==> src/slu_params.svh <==
// Offsets, field positions, reset values and status bits of the shift unit
`ifndef SLU_PARAMS_SVH
`define SLU_PARAMS_SVH

// ==========================================
// Register byte offsets on the APB slave
`define SLU_OFF_INSTR 8'h00
`define SLU_OFF_STATUS 8'h04
`define SLU_OFF_ACC 8'h08
`define SLU_OFF_EXT 8'h0C
`define SLU_OFF_IDX1 8'h10
`define SLU_OFF_IDX2 8'h14
`define SLU_OFF_IDX3 8'h18

// ==========================================
// Instruction word fields (bit 15 is the word's high-order end)
`define SLU_OP_HI 15
`define SLU_OP_LO 11
`define SLU_OP_LEFT 5'h02
`define SLU_OP_RIGHT 5'h03
`define SLU_FMT_BIT 10
`define SLU_TAG_HI 9
`define SLU_TAG_LO 8
`define SLU_MOD_DBL 7
`define SLU_MOD_CNT 6
`define SLU_CNT_HI 5

// ==========================================
// Status register bits and reset values
`define SLU_ST_BUSY 0
`define SLU_ST_CARRY 1
`define SLU_ST_OVFL 2
`define SLU_RST_WORD 16'h0000
`define SLU_RST_CNT 6'h00

`endif

==> src/slu_pkg.sv <==
// Types shared by the shift unit files
`default_nettype none
package slu_pkg;
	// Sequencer states of the unit
	typedef enum logic {
		ST_IDLE,
		ST_COUNT
	} slu_state_t;
	// Selector of the count source
	typedef logic [1:0] slu_tag_t;
endpackage
`default_nettype wire

==> src/slu_barrel.sv <==
// Combinational logical shifter with last-bit-out capture on left shifts
`timescale 1ns/1ps
`default_nettype none
module slu_barrel #(
	parameter int W = 16
) (
	// Operand and amount
	input wire logic [W-1:0] data,
	input wire logic [5:0] amount,
	input wire logic toRight,
	// Results
	output logic [W-1:0] result,
	output logic carryOut
);
	// Double-width view holds the bit that last passed the high end
	logic [2*W-1:0] wide;

	// ==========================================
	// Shift network
	always_comb begin
		wide = {{W{1'b0}}, data} << amount;
		if (toRight) begin
			result = data >> amount;
			carryOut = 1'b0;
		end else begin
			result = wide[W-1:0];
			// Zero once the amount exceeds the width
			carryOut = wide[W];
		end
	end
endmodule
`default_nettype wire

==> src/slu_shift_unit.sv <==
// Shift execution unit with APB register access
// Contract
// - tag 11 counts from third index register
// - tags 00/01/10 pick displacement, index one, two
// - bit 7 selects double, bit 6 counting
// - zero plain count changes nothing
// - single left decoded from 1100..1300, 10[0-3]x
// - double left shifts 32 bits, zero fill
// - double left carry tracks last bit out
// - double left decoded 1180..1380, 10[8-B]x
// - counting single with tag 00 is plain
// - counter loads six bits, one per step
// - stop on leading one or count zero
// - remainder to bits 0-5, clear 6-7
// - zero count or leading one: no-op
// - carry clear on exhaustion, set on one
// - single counting decoded 1140..1340, 10[4-7]x
// - double counting feeds extension into accumulator
// - counting double with tag 00 is plain
// - double counting decoded 11C0..13C0, 10[C-F]x
// - right shift zero fills, extension kept
// - right shift decoded 1900..1B00, 18[0-3]x
`timescale 1ns/1ps
`default_nettype none
`include "slu_params.svh"
module slu_shift_unit (
	// Clock and reset
	input wire logic core_clk,
	input wire logic reset,
	// APB slave
	input wire logic psel,
	input wire logic penable,
	input wire logic pwrite,
	input wire logic [7:0] paddr,
	input wire logic [31:0] pwdata,
	output logic [31:0] prdata,
	output logic pready,
	output logic pslverr,
	// Unit status
	output logic busy,
	output logic carryFlag,
	output var slu_pkg::slu_state_t unitState
);
	import slu_pkg::*;

	// ==========================================
	// State
	slu_state_t state, next_state;   // Sequencer
	logic [15:0] instr, next_instr;   // Last accepted instruction
	logic [15:0] acc, next_acc;   // Accumulator
	logic [15:0] ext, next_ext;   // Extension
	logic [15:0] idx1, next_idx1;   // First index register
	logic [15:0] idx2, next_idx2;   // Second index register
	logic [15:0] idx3, next_idx3;   // Third index register
	logic carry, next_carry;   // Carry indicator
	logic overflow, next_overflow;   // Overflow indicator, never shifted
	logic [5:0] cnt, next_cnt;   // Shift counter
	slu_tag_t cntSel, next_cntSel;   // Index register receiving remainder
	logic cntDbl, next_cntDbl;   // Counting covers extension too
	logic [31:0] next_prdata;   // Read data capture
	logic rdValid, next_rdValid;   // Read data captured while idle

	// ==========================================
	// Decode of the written instruction word
	logic accessDone;   // APB access completes this edge
	logic isLeft, isRight, modDbl, modCnt, fmtOk, legal;
	slu_tag_t wrTag;
	logic [5:0] srcCount;   // Effective count of written word
	logic [15:0] sRes;
	logic [31:0] dRes;
	logic sCarry, dCarry;
	logic [15:0] selXr;   // Index register under counting
	logic [15:0] readMux;
	logic mapped;

	assign isLeft = pwdata[`SLU_OP_HI:`SLU_OP_LO] == `SLU_OP_LEFT;
	assign isRight = pwdata[`SLU_OP_HI:`SLU_OP_LO] == `SLU_OP_RIGHT;
	assign modDbl = pwdata[`SLU_MOD_DBL];
	assign modCnt = pwdata[`SLU_MOD_CNT];
	assign fmtOk = !pwdata[`SLU_FMT_BIT];
	assign wrTag = pwdata[`SLU_TAG_HI:`SLU_TAG_LO];
	// Right shift only in its plain single form here
	assign legal = fmtOk && (isLeft || (isRight && !modDbl && !modCnt));
	assign busy = state != ST_IDLE;
	assign unitState = state;
	assign carryFlag = carry;
	// Writes complete at once while idle; reads wait one captured cycle; both wait while busy
	assign pready = !busy && (pwrite || rdValid);
	assign accessDone = psel && penable && pready;
	assign mapped = paddr == `SLU_OFF_INSTR || paddr == `SLU_OFF_STATUS
		|| paddr == `SLU_OFF_ACC || paddr == `SLU_OFF_EXT
		|| paddr == `SLU_OFF_IDX1 || paddr == `SLU_OFF_IDX2 || paddr == `SLU_OFF_IDX3;
	// Unmapped address or unsupported instruction answers with an error
	assign pslverr = accessDone
		&& (!mapped || (pwrite && paddr == `SLU_OFF_INSTR && !legal));

	// Count source selection
	always_comb begin
		case (wrTag)
			2'b00: srcCount = pwdata[`SLU_CNT_HI:0];
			2'b01: srcCount = idx1[`SLU_CNT_HI:0];
			2'b10: srcCount = idx2[`SLU_CNT_HI:0];
			default: srcCount = idx3[`SLU_CNT_HI:0];
		endcase
	end

	// Remainder destination
	always_comb begin
		case (cntSel)
			2'b01: selXr = idx1;
			2'b10: selXr = idx2;
			default: selXr = idx3;
		endcase
	end

	// ==========================================
	// Shifters for the one-step plain forms
	slu_barrel #(.W(16)) uSingle (
		.data(acc),
		.amount(srcCount),
		.toRight(isRight),
		.result(sRes),
		.carryOut(sCarry)
	);

	slu_barrel #(.W(32)) uDouble (
		.data({acc, ext}),
		.amount(srcCount),
		.toRight(1'b0),
		.result(dRes),
		.carryOut(dCarry)
	);

	// Read multiplexer
	always_comb begin
		if (paddr == `SLU_OFF_INSTR) begin
			readMux = instr;
		end else if (paddr == `SLU_OFF_STATUS) begin
			readMux = {13'h0000, overflow, carry, busy};
		end else if (paddr == `SLU_OFF_ACC) begin
			readMux = acc;
		end else if (paddr == `SLU_OFF_EXT) begin
			readMux = ext;
		end else if (paddr == `SLU_OFF_IDX1) begin
			readMux = idx1;
		end else if (paddr == `SLU_OFF_IDX2) begin
			readMux = idx2;
		end else if (paddr == `SLU_OFF_IDX3) begin
			readMux = idx3;
		end else begin
			readMux = 16'h0000;
		end
	end

	// ==========================================
	// Next-state logic: bus writes, plain shifts, counting steps
	always_comb begin
		logic fin;
		logic [5:0] rem;
		fin = 1'b0;
		rem = cnt;
		next_state = state;
		next_instr = instr;
		next_acc = acc;
		next_ext = ext;
		next_idx1 = idx1;
		next_idx2 = idx2;
		next_idx3 = idx3;
		next_carry = carry;
		next_overflow = overflow;
		next_cnt = cnt;
		next_cntSel = cntSel;
		next_cntDbl = cntDbl;
		next_prdata = prdata;
		// Capture read data only while idle
		next_rdValid = psel && !busy && !accessDone && !pwrite;
		if (psel && !busy) begin
			next_prdata = {16'h0000, readMux};
		end
		if (accessDone && pwrite) begin
			if (paddr == `SLU_OFF_INSTR && legal) begin
				next_instr = pwdata[15:0];
				if (isLeft && modCnt && wrTag != 2'b00) begin
					// Counting form, skipped on zero count or leading one
					if (srcCount != 6'h00 && !acc[15]) begin
						next_state = ST_COUNT;
						next_cnt = srcCount;
						next_cntSel = wrTag;
						next_cntDbl = modDbl;
					end
				end else if (srcCount != 6'h00) begin
					if (isRight) begin
						next_acc = sRes;
					end else if (modDbl) begin
						// Tag 00 counting double lands here too
						next_acc = dRes[31:16];
						next_ext = dRes[15:0];
						next_carry = dCarry;
					end else begin
						next_acc = sRes;
						next_carry = sCarry;
					end
				end
			end else if (paddr == `SLU_OFF_STATUS) begin
				next_carry = pwdata[`SLU_ST_CARRY];
				next_overflow = pwdata[`SLU_ST_OVFL];
			end else if (paddr == `SLU_OFF_ACC) begin
				next_acc = pwdata[15:0];
			end else if (paddr == `SLU_OFF_EXT) begin
				next_ext = pwdata[15:0];
			end else if (paddr == `SLU_OFF_IDX1) begin
				next_idx1 = pwdata[15:0];
			end else if (paddr == `SLU_OFF_IDX2) begin
				next_idx2 = pwdata[15:0];
			end else if (paddr == `SLU_OFF_IDX3) begin
				next_idx3 = pwdata[15:0];
			end
		end
		case (state)
			ST_COUNT: begin
				if (acc[15]) begin
					// Leading one stays in place
					fin = 1'b1;
					next_carry = 1'b1;
				end else begin
					if (cntDbl) begin
						{next_acc, next_ext} = {acc[14:0], ext, 1'b0};
					end else begin
						next_acc = {acc[14:0], 1'b0};
					end
					rem = cnt - 6'h01;
					next_cnt = rem;
					if (cnt == 6'h01) begin
						fin = 1'b1;
						next_carry = 1'b0;
					end
				end
				if (fin) begin
					next_state = ST_IDLE;
					// Remainder low six bits, two above cleared
					case (cntSel)
						2'b01: next_idx1 = {idx1[15:8], 2'b00, rem};
						2'b10: next_idx2 = {idx2[15:8], 2'b00, rem};
						default: next_idx3 = {idx3[15:8], 2'b00, rem};
					endcase
				end
			end
			default: begin
				// Idle: only a bus write above moves the sequencer
			end
		endcase
	end

	// Register update
	always_ff @(posedge core_clk) begin
		if (reset) begin
			state <= ST_IDLE;
			instr <= `SLU_RST_WORD;
			acc <= `SLU_RST_WORD;
			ext <= `SLU_RST_WORD;
			idx1 <= `SLU_RST_WORD;
			idx2 <= `SLU_RST_WORD;
			idx3 <= `SLU_RST_WORD;
			carry <= 1'b0;
			overflow <= 1'b0;
			cnt <= `SLU_RST_CNT;
			cntSel <= 2'b00;
			cntDbl <= 1'b0;
			prdata <= 32'h00000000;
			rdValid <= 1'b0;
		end else begin
			state <= next_state;
			instr <= next_instr;
			acc <= next_acc;
			ext <= next_ext;
			idx1 <= next_idx1;
			idx2 <= next_idx2;
			idx3 <= next_idx3;
			carry <= next_carry;
			overflow <= next_overflow;
			cnt <= next_cnt;
			cntSel <= next_cntSel;
			cntDbl <= next_cntDbl;
			prdata <= next_prdata;
			rdValid <= next_rdValid;
		end
	end

	logic instrWr;   // Legal instruction taken this edge
	assign instrWr = accessDone && pwrite && paddr == `SLU_OFF_INSTR && legal && !busy;
endmodule
`default_nettype wire

==> config.mk <==
export PLATFORM = sky130hd
export DESIGN_NAME = slu_shift_unit
export DESIGN_NICKNAME = d
export VERILOG_FILES = /design/src/slu_pkg.sv /design/src/slu_barrel.sv /design/src/slu_shift_unit.sv
export VERILOG_INCLUDE_DIRS = /design/src
export SDC_FILE = /design/constraint.sdc
export NUM_CORES = 1
export LEC_CHECK = 0
export BUFFER_PORTS_ARGS = -buffer_cell sky130_fd_sc_hd__buf_2
export CORE_MARGIN = 2
export CORE_UTILIZATION = 45
export CTS_BUF_LIST = sky130_fd_sc_hd__clkbuf_4
export DETAILED_ROUTE_END_ITERATION = 7
export SYNTH_ARGS = -nofsm -noshare
export SYNTH_HDL_FRONTEND = slang
export SYNTH_SLANG_ARGS = --single-unit
==> constraint.sdc <==
create_clock -name core_clk -period 7.3 [get_ports core_clk]
set_input_delay 2.19 -clock core_clk [delete_from_list [all_inputs] [get_ports core_clk]]
set_output_delay 2.19 -clock core_clk [all_outputs]
set_load 0.01 [all_outputs]
==> run summary, run 1 <==
TritonCTS clock tree -> built
Post-CTS sizing -> 0
WP data arrival -> 3.76 ns
Antenna viol nets, final -> 0
Pre-CTS setup slack -> 1.38 ns
Core area -> 0.0219 mm2
Vias post-DR -> 10,493
Detailed Route WL -> 39.2 mm
Max Root-Sink Buffers -> 2
Rows -> 54
Crit-path cells -> buf_2 -> or4b_4 -> or3_4 -> nand4b_1 -> a31oi_1 -> buf_2
Post-synthesis sequential area ratio -> 24.8%
Die area -> 0.0237 mm2
Postcts setup bufs -> 0
Count of cell types in the netlist -> 88
Ports -> 82
WL/cell -> 25.5 um
Final Skew -> 0.0278 ns
RSZ-0062 raised after global routing -> no
Clock net sink count -> 125
CP required -> 5.11 ns
Post-synth EDFFs -> 0
Vias per inst -> 6.83
Hold Violations, Final -> 0
Cell family with most CP delay -> simple AND/OR/NAND/NOR gates
Max_slew headroom -> 24.6%
Grt ovf -> 0
CP max-delay cell -> or4b_4
Cell Pwr Density -> 139 mW/mm2
Util after Layout -> 48.1%
Yosys warning count -> 0
Area share of the largest cell type after synthesis -> 24.8%
Cells after Synth -> 1,281
PortBufs -> 49
Setup Crit Path Kind -> input pin to output pin
CTS Root Buffer Type -> clkbuf_4
Antenna violations before repair -> 1
Setup crit start kind -> input pin
Final worst path period need -> 5.95 ns
Max-cap violations -> 0
Dpl cells -> 1,502
Peak supply drop -> 0.000105 V
Setup violators final -> 0
First DRT Iteration DRCs -> 1,215
Setup TNS -> 0 ns
Most used cell, CP -> buf_2
Syn_area_per_cell -> 7.88 um2
Post-Layout Cell Count -> 1,536
Leak pwr -> 3.52 nW
Status -> finished, final reports clean
Clock Latency Late Sink -> 0.59 ns
Final Max Tran Viols -> 0
Vias in the first global route -> 9,560
Gr usage total -> 32.7%
Worst-Margin Slew -> 1.13 ns
CP max stage delay -> 0.52 ns
Buf+Inv Stages, Crit Path -> 2
Worst-path fanout max -> 7
Top post-synthesis cells by area -> dfxtp_1 (25%), mux2i_1 (13%), nand2_1 (6.4%), nor2_1 (4.9%), mux4_2 (4.9%)
H-tree levels -> 4
GPL Wtd Cong -> 0.975
Synth Register Bits -> 125
Ys flop type -> dfxtp_1
First-pass GRT wire length -> 59.9 mm
Leading area contributor after synthesis -> dfxtp_1
F_max -> 168 MHz
Hold crit path type -> register to register
Synth cell count leaders -> nand2_1 (172), nor2_1 (132), mux2i_1 (130)
Largest net degree at the start of global routing -> 79
CTS Hold Bufs -> 0
Area added between synthesis and finish -> 4.27%
Share of post-route cells with drive strength above 1 -> 14.2%
Ys async rst share -> 0%
Die Y -> 154 um
Final period util -> 81.5%
DRC violations left -> 0
Final WS setup -> 1.35 ns
Dpl hpwl -> 26.9 mm
Mapped Area -> 0.0101 mm2
Count leader, synth -> nand2_1
Router iterations before antenna repair -> 5
Clk slew on worst S/H paths -> 0.15 ns
Initial Utilization -> 46.1%
Die outline width -> 154 um
Fin nets -> 1,290
Fillers -> 2,268
Num CTS Buffers -> 17
Worst Setup End Kind -> output pin
## layout by cell type (no fill, tap or decap), types with 6 or more instances in the layout
cell type and n:
inv_1 10, o2111ai_1 7, a311oi_1 16, nand3_1 24, o211ai_1 10, mux4_2 21, nand2_1 172, o21ai_1 6
a22oi_1 27, o221ai_1 25, dfxtp_1 125, nand2b_1 10, nor2b_1 7, and2_1 8, clkbuf_4 17, a221oi_1 21
buf_4 23, a211oi_1 20, nand4_1 11, a21oi_1 91, o22ai_1 13, buf_2 48, conb_1 16, nor2_1 132
a31oi_1 8, nor3_1 24, mux2_2 24, mux2i_1 130, o21ai_0 67
## registers in the layout, summed over array words and instances, names as in the netlist
signal	cells
cntDbl	1
idx2	16
prdata	16
cntSel	2
idx3	16
cnt	6
ext	16
instr	16
rdValid	1
acc	16
busy	1
idx1	16
carryFlag	1
overflow	1
## final cells by class
class / count / area [um2] / area share (%)
multi-input cells: 1016 / 6890 / 65.5
flip-flops and latches: 125 / 2500 / 23.8
repair buffers: 71 / 413 / 3.92
well taps: 280 / 350 / 3.33
clock inverters: 15 / 200 / 1.90
clock buffers: 17 / 128 / 1.21
inverters: 10 / 37.5 / 0.357
diodes: 2 / 5.00 / 0.0475
## worst register-to-register path, cell delays in order (launching register included)
cell and delay (ns):
dfxtp_1 0.53, nor2b_2 0.18, buf_4 0.31, and3_1 0.69
nand4_1 0.62, nor2_1 0.57, o2111ai_1 0.30, a311oi_1 0.35
## cell families (layout without fill, tap and decap cells)
logic type | count (synthesis) | count (layout) | share of synthesized area [%]
simple gates | 441 | 441 | 20.7
compound gates | 369 | 369 | 25.0
buf+inv | 155 | 113 | 7.58
flops | 125 | 125 | 24.8
mux | 177 | 177 | 20.6
xor+xnor | 9 | 9 | 0.781
fa+ha+maj | 4 | 4 | 0.496
other cells | 1 | 18 | 0.0371
## through the flow
stage	hold slack (ns)	area [um2]	total power, mW
finish	0.464	10500	1.47
global route	0.484	10500	1.51
CTS	0.466	10500	1.47
detailed placement	0.446	10200	0.917
global placement	0.440	10200	0.917
floorplan	0.423	10200	0.859
## per-layer routing
layer / part of all wire, % / vias up / GRT usage [%] / routed length [um]
met5: 0 / - / 0 / 0
met4: 5.1 / 0 / 16.4 / 2010
met3: 9.6 / 132 / 5.47 / 3780
met2: 43 / 683 / 48.5 / 17000
met1: 42 / 5008 / 45.8 / 16500
li1: - / 4670 / - / -
## worst paths after layout
path	from	endpoint	slack, ns	cells after the start
setup / recovery	pwdata[12]	pslverr	1.35	6
hold reg to reg	idx1[15]$_SDFFE_PP0P_	idx1[15]$_SDFFE_PP0P_	0.46	2
hold / removal	idx1[15]$_SDFFE_PP0P_	idx1[15]$_SDFFE_PP0P_	0.46	2
setup reg to reg	busy$_SDFF_PP0_	acc[4]$_SDFF_PP0_	3.64	7
## power breakdown
group	leakage (nW)	switching [mW]	internal (mW)
clock network	0.173	0.335	0.223
logic	2.34	0.157	0.0637
registers	1.01	0.00246	0.687
Power figures use the tool's default switching activity.
==> run 2, diff against run 1 <==
==> constraint.sdc (replaced) <==
create_clock -name core_clk -period 6.15 [get_ports core_clk]
set_input_delay 1.845 -clock core_clk [delete_from_list [all_inputs] [get_ports core_clk]]
set_output_delay 1.845 -clock core_clk [all_outputs]
set_load 0.01 [all_outputs]
==> run 2 against run 1 <==
Core utilization is 0.33 points higher. Die area stayed put. Sequential power is 19% higher. Largest cell class unchanged. Global-route usage is 0.71 points higher. Sequential share of layout area is 0.16 points lower. Flip-flop and latch count stayed put. Clock-buffer cell count stayed put. Routed wire length is 2.3% higher. Non-clock buffer count is 16 higher. Total power is 15% higher. Clock skew is 0.012 ns lower.
==> run summary, run 2 (synthesis gave the netlist of run 1 again) <==
CP required -> 4.30 ns
Antenna violations before repair -> 2
Initial Utilization -> 46.1%
Postcts setup bufs -> 0
Dpl cells -> 1,518
Worst-path fanout max -> 7
Detailed Route WL -> 40.1 mm
PortBufs -> 49
Worst Reg2Reg Path Length in Cells -> 9
Leak pwr -> 3.58 nW
Core area -> 0.0219 mm2
CTS Root Buffer Type -> clkbuf_4
Final worst path period need -> 5.29 ns
Final period util -> 86.0%
RSZ-0062 raised after global routing -> no
Hold Violations, Final -> 0
Cell area after layout -> 0.0106 mm2
Grt ovf -> 0
Final Max Tran Viols -> 0
Origin of the critical flop-to-flop path -> busy$_SDFF_PP0_
WL/cell -> 25.9 um
Status -> finished, final reports clean
Worst Setup End Kind -> output pin
Dpl hpwl -> 28.0 mm
Setup crit start kind -> input pin
Hold Path End -> rdValid$_SDFF_PP0_
First-pass GRT wire length -> 60.9 mm
Die Y -> 154 um
Fin nets -> 1,306
Share of post-route cells with drive strength above 1 -> 15.2%
Die outline width -> 154 um
Peak supply drop -> 0.000145 V
Crit-path cells -> buf_2 -> or4b_4 -> or3_4 -> nand4b_1 -> a31oi_1 -> buf_2
TritonCTS clock tree -> built
Final Skew -> 0.0159 ns
Rows -> 54
Setup TNS -> 0 ns
CTS Hold Bufs -> 0
Max_slew headroom -> 27.5%
Setup violators final -> 0
Num CTS Buffers -> 17
Vias per inst -> 6.82
Hold crit path type -> register to register
CP max-delay cell -> or4b_4
Largest net degree at the start of global routing -> 79
Commonest non-fill, non-tap cell in the layout -> nand2_1
Antenna viol nets, final -> 0
Cell family with most CP delay -> simple AND/OR/NAND/NOR gates
Clock Latency Late Sink -> 0.58 ns
Dpl cell area -> 0.0103 mm2
F_max -> 189 MHz
Clock net sink count -> 125
Reg2reg end -> acc[12]$_SDFF_PP0_
Most frequent cells in the layout -> nand2_1 (172), nor2_1 (132), mux2i_1 (130)
Most used cell, CP -> buf_2
WP data arrival -> 3.44 ns
Hold Crit Depth -> 1
First DRT Iteration DRCs -> 1,270
Router iterations before antenna repair -> 5
Max Root-Sink Buffers -> 2
Ports -> 82
Vias post-DR -> 10,576
Max-cap violations -> 0
Reg-to-reg slack, setup -> 2.62 ns
Worst-Margin Slew -> 1.07 ns
Hold WS -> 0.461 ns
Vias in the first global route -> 9,840
CP max stage delay -> 0.54 ns
GPL Wtd Cong -> 1.02
Post-CTS sizing -> 0
Gr usage total -> 33.4%
Buf+Inv Stages, Crit Path -> 2
Setup Crit Path Kind -> input pin to output pin
H-tree levels -> 4
Post-Layout Cell Count -> 1,551
Area added between synthesis and finish -> 4.99%
Min-delay src -> rdValid$_SDFF_PP0_
DRC violations left -> 0
Die area -> 0.0237 mm2
Clk slew on worst S/H paths -> 0.13 ns
Cell Pwr Density -> 159 mW/mm2
run 2: stage by stage:
stage               worst slack, ns  power (mW)  util (%)
global placement              0.891        1.10      47.1
detailed placement            0.889        1.10      47.1
CTS                           0.884        1.69      48.4
finish                        0.861        1.68      48.4
floorplan                      1.28        1.02         -
global route                  0.817        1.73      48.4
run 2: how the worst max path moves through the flow:
| stage | cells past startpoint | slack (ns) | endpoint | from |
|---|---|---|---|---|
| after floorplan | 4 | 1.28 | pslverr | pwdata[13] |
| after global placement | 6 | 0.89 | pslverr | pwdata[12] |
| after detailed placement | 6 | 0.89 | pslverr | pwdata[12] |
| after CTS | 6 | 0.88 | pslverr | pwdata[12] |
| after global routing | 6 | 0.82 | pslverr | pwdata[12] |
| final | 6 | 0.86 | pslverr | pwdata[12] |
run 2: final cells by class:
class                      instances  area (um2)
tap                              280         350
clock inverter                    15         155
inverter                          10        37.5
antenna                            1        2.50
fill                            2197       11300
sequential                       125        2500
multi-input combinational       1016        6890
clock buffer                      17         128
timing repair buffer              87         533
run 2: report_power, final:
| part | switching (mW) | internal, mW | leakage (nW) |
|---|---|---|---|
| clock | 0.379 | 0.215 | 0.148 |
| sequential | 0.00291 | 0.815 | 1.01 |
| combinational | 0.191 | 0.0804 | 2.42 |
| total | 0.573 | 1.11 | 3.58 |
run 2: routing by layer:
layer / up-vias / routed length [um] / part of all wire (%) / GRT usage (%)
li1: 4716 / - / - / -
met1: 5071 / 16900 / 42 / 45.7
met2: 643 / 17400 / 43 / 50.6
met3: 144 / 3490 / 8.7 / 5.16
met4: 2 / 2280 / 5.7 / 18.3
met5: - / 12 / 0.030 / 0
==> run 3, diff against run 2 <==
--- a/config.mk
+++ b/config.mk
@@ -7,10 +7,14 @@
 export NUM_CORES = 1
 export LEC_CHECK = 0
 export BUFFER_PORTS_ARGS = -buffer_cell sky130_fd_sc_hd__buf_2
+export CELL_PAD_IN_SITES_DETAIL_PLACEMENT = 0
+export CELL_PAD_IN_SITES_GLOBAL_PLACEMENT = 1
 export CORE_MARGIN = 2
 export CORE_UTILIZATION = 45
 export CTS_BUF_LIST = sky130_fd_sc_hd__clkbuf_4
+export CTS_CLUSTER_SIZE = 25
 export DETAILED_ROUTE_END_ITERATION = 7
+export PLACE_DENSITY_LB_ADDON = 0.1
 export SYNTH_ARGS = -nofsm -noshare
 export SYNTH_HDL_FRONTEND = slang
 export SYNTH_SLANG_ARGS = --single-unit
==> run 3 against run 2 <==
Sequential share of layout area decreased by 0.081 points. Routed wire length up 1.5%. Die area stayed put. Clock-buffer cell count is the same. Highest routed layer is now met4. Clock power increased by 14%. Register-to-register slack improved by 0.10 ns. Clock skew increased by 0.020 ns.
==> run summary, run 3 (synthesis gave the netlist of run 1 again) <==
Status -> finished, final reports clean
Area added between synthesis and finish -> 5.35%
Dpl hpwl -> 28.6 mm
Clk slew on worst S/H paths -> 0.12 ns
Max Root-Sink Buffers -> 2
Setup violators final -> 0
Post-CTS sizing -> 0
Clock Latency Late Sink -> 0.59 ns
Vias in the first global route -> 9,888
WL/cell -> 26.3 um
Worst-path fanout max -> 7
First-pass GRT wire length -> 61.8 mm
CTS Root Buffer Type -> clkbuf_4
RSZ-0062 raised after global routing -> no
Peak supply drop -> 0.000139 V
Die outline width -> 154 um
Hold Violations, Final -> 0
Die Y -> 154 um
CTS Hold Bufs -> 0
F_max -> 188 MHz
Vias per inst -> 6.64
Hold crit path type -> register to register
Final Skew -> 0.0360 ns
Vias post-DR -> 10,290
Final worst path period need -> 5.31 ns
Initial Utilization -> 46.1%
Gr usage total -> 34.1%
Core area -> 0.0219 mm2
Router iterations before antenna repair -> 7
Dpl cells -> 1,517
Clock net sink count -> 125
Worst-Margin Slew -> 1.09 ns
Leak pwr -> 3.60 nW
Detailed Route WL -> 40.7 mm
Setup crit start kind -> input pin
Most frequent cells in the layout -> nand2_1 (172), nor2_1 (132), mux2i_1 (130)
Antenna viol nets, final -> 0
Cell area after layout -> 0.0106 mm2
Max_slew headroom -> 27.1%
Commonest non-fill, non-tap cell in the layout -> nand2_1
Fin nets -> 1,305
Dpl cell area -> 0.0103 mm2
H-tree levels -> 4
Grt ovf -> 0
Antenna violations before repair -> 1
Final Max Tran Viols -> 0
Util after Layout -> 48.6%
WP data arrival -> 3.47 ns
Postcts setup bufs -> 0
PortBufs -> 49
First DRT Iteration DRCs -> 1,241
Worst Setup End Kind -> output pin
Share of post-route cells with drive strength above 1 -> 15.2%
GPL Wtd Cong -> 0.968
Num CTS Buffers -> 17
Rows -> 54
TritonCTS clock tree -> built
Setup Crit Path Kind -> input pin to output pin
Final period util -> 86.4%
Ports -> 82
DRC violations left -> 0
Die area -> 0.0237 mm2
CP required -> 4.30 ns
Setup TNS -> 0 ns
Cell Pwr Density -> 166 mW/mm2
Max-cap violations -> 0
Largest net degree at the start of global routing -> 66
Post-Layout Cell Count -> 1,550
## run 3: stage by stage
step	hold WS, ns	setup WS (ns)	power, mW
4_1_cts	0.463	0.865	1.78
6_report	0.463	0.837	1.77
2_1_floorplan	0.423	1.28	1.02
3_5_place_dp	0.443	0.875	1.10
5_1_grt	0.482	0.797	1.82
3_3_place_gp	0.436	0.865	1.10
## run 3: power breakdown
part / switching (mW) / internal, mW / leakage, nW / total (mW)
Combinational: 0.191 / 0.0791 / 2.42 / 0.270
Clock: 0.381 / 0.297 / 0.178 / 0.678
Sequential: 0.00299 / 0.815 / 1.01 / 0.818
## run 3: final timing paths
kind,from,cells after the start,to,slack [ns]
max,pwdata[12],6,pslverr,0.84
min,instr[9]$_SDFFE_PP0P_,2,instr[9]$_SDFFE_PP0P_,0.46
max reg2reg,idx1[1]$_SDFF_PP0_,7,acc[0]$_SDFF_PP0_,2.72
min reg2reg,instr[9]$_SDFFE_PP0P_,2,instr[9]$_SDFFE_PP0P_,0.46
## run 3: area by class of cell
cell class | instances | area [um2]
Clock buffer | 17 | 128
Antenna cell | 1 | 2.50
Fill cell | 2272 | 11300
Multi-Input combinational cell | 1016 | 6890
Clock inverter | 15 | 199
Sequential cell | 125 | 2500
Timing Repair Buffer | 86 | 526
Inverter | 10 | 37.5
Tap cell | 280 | 350
## run 3: critical path: stages
cell and delay, ns:
buf_2 0.27, or4b_4 0.54, or3_4 0.44, nand4b_1 0.12, a31oi_1 0.10, buf_2 0.16
## run 3: metal layers
metal  up-vias  part of all wire, %  GRT usage [%]
li1       4713                    -              -
met1      4919                   41           45.1
met2       532                   45           52.7
met3       126                  7.8           5.72
met4         0                  6.1           19.1
met5         -                    0              0
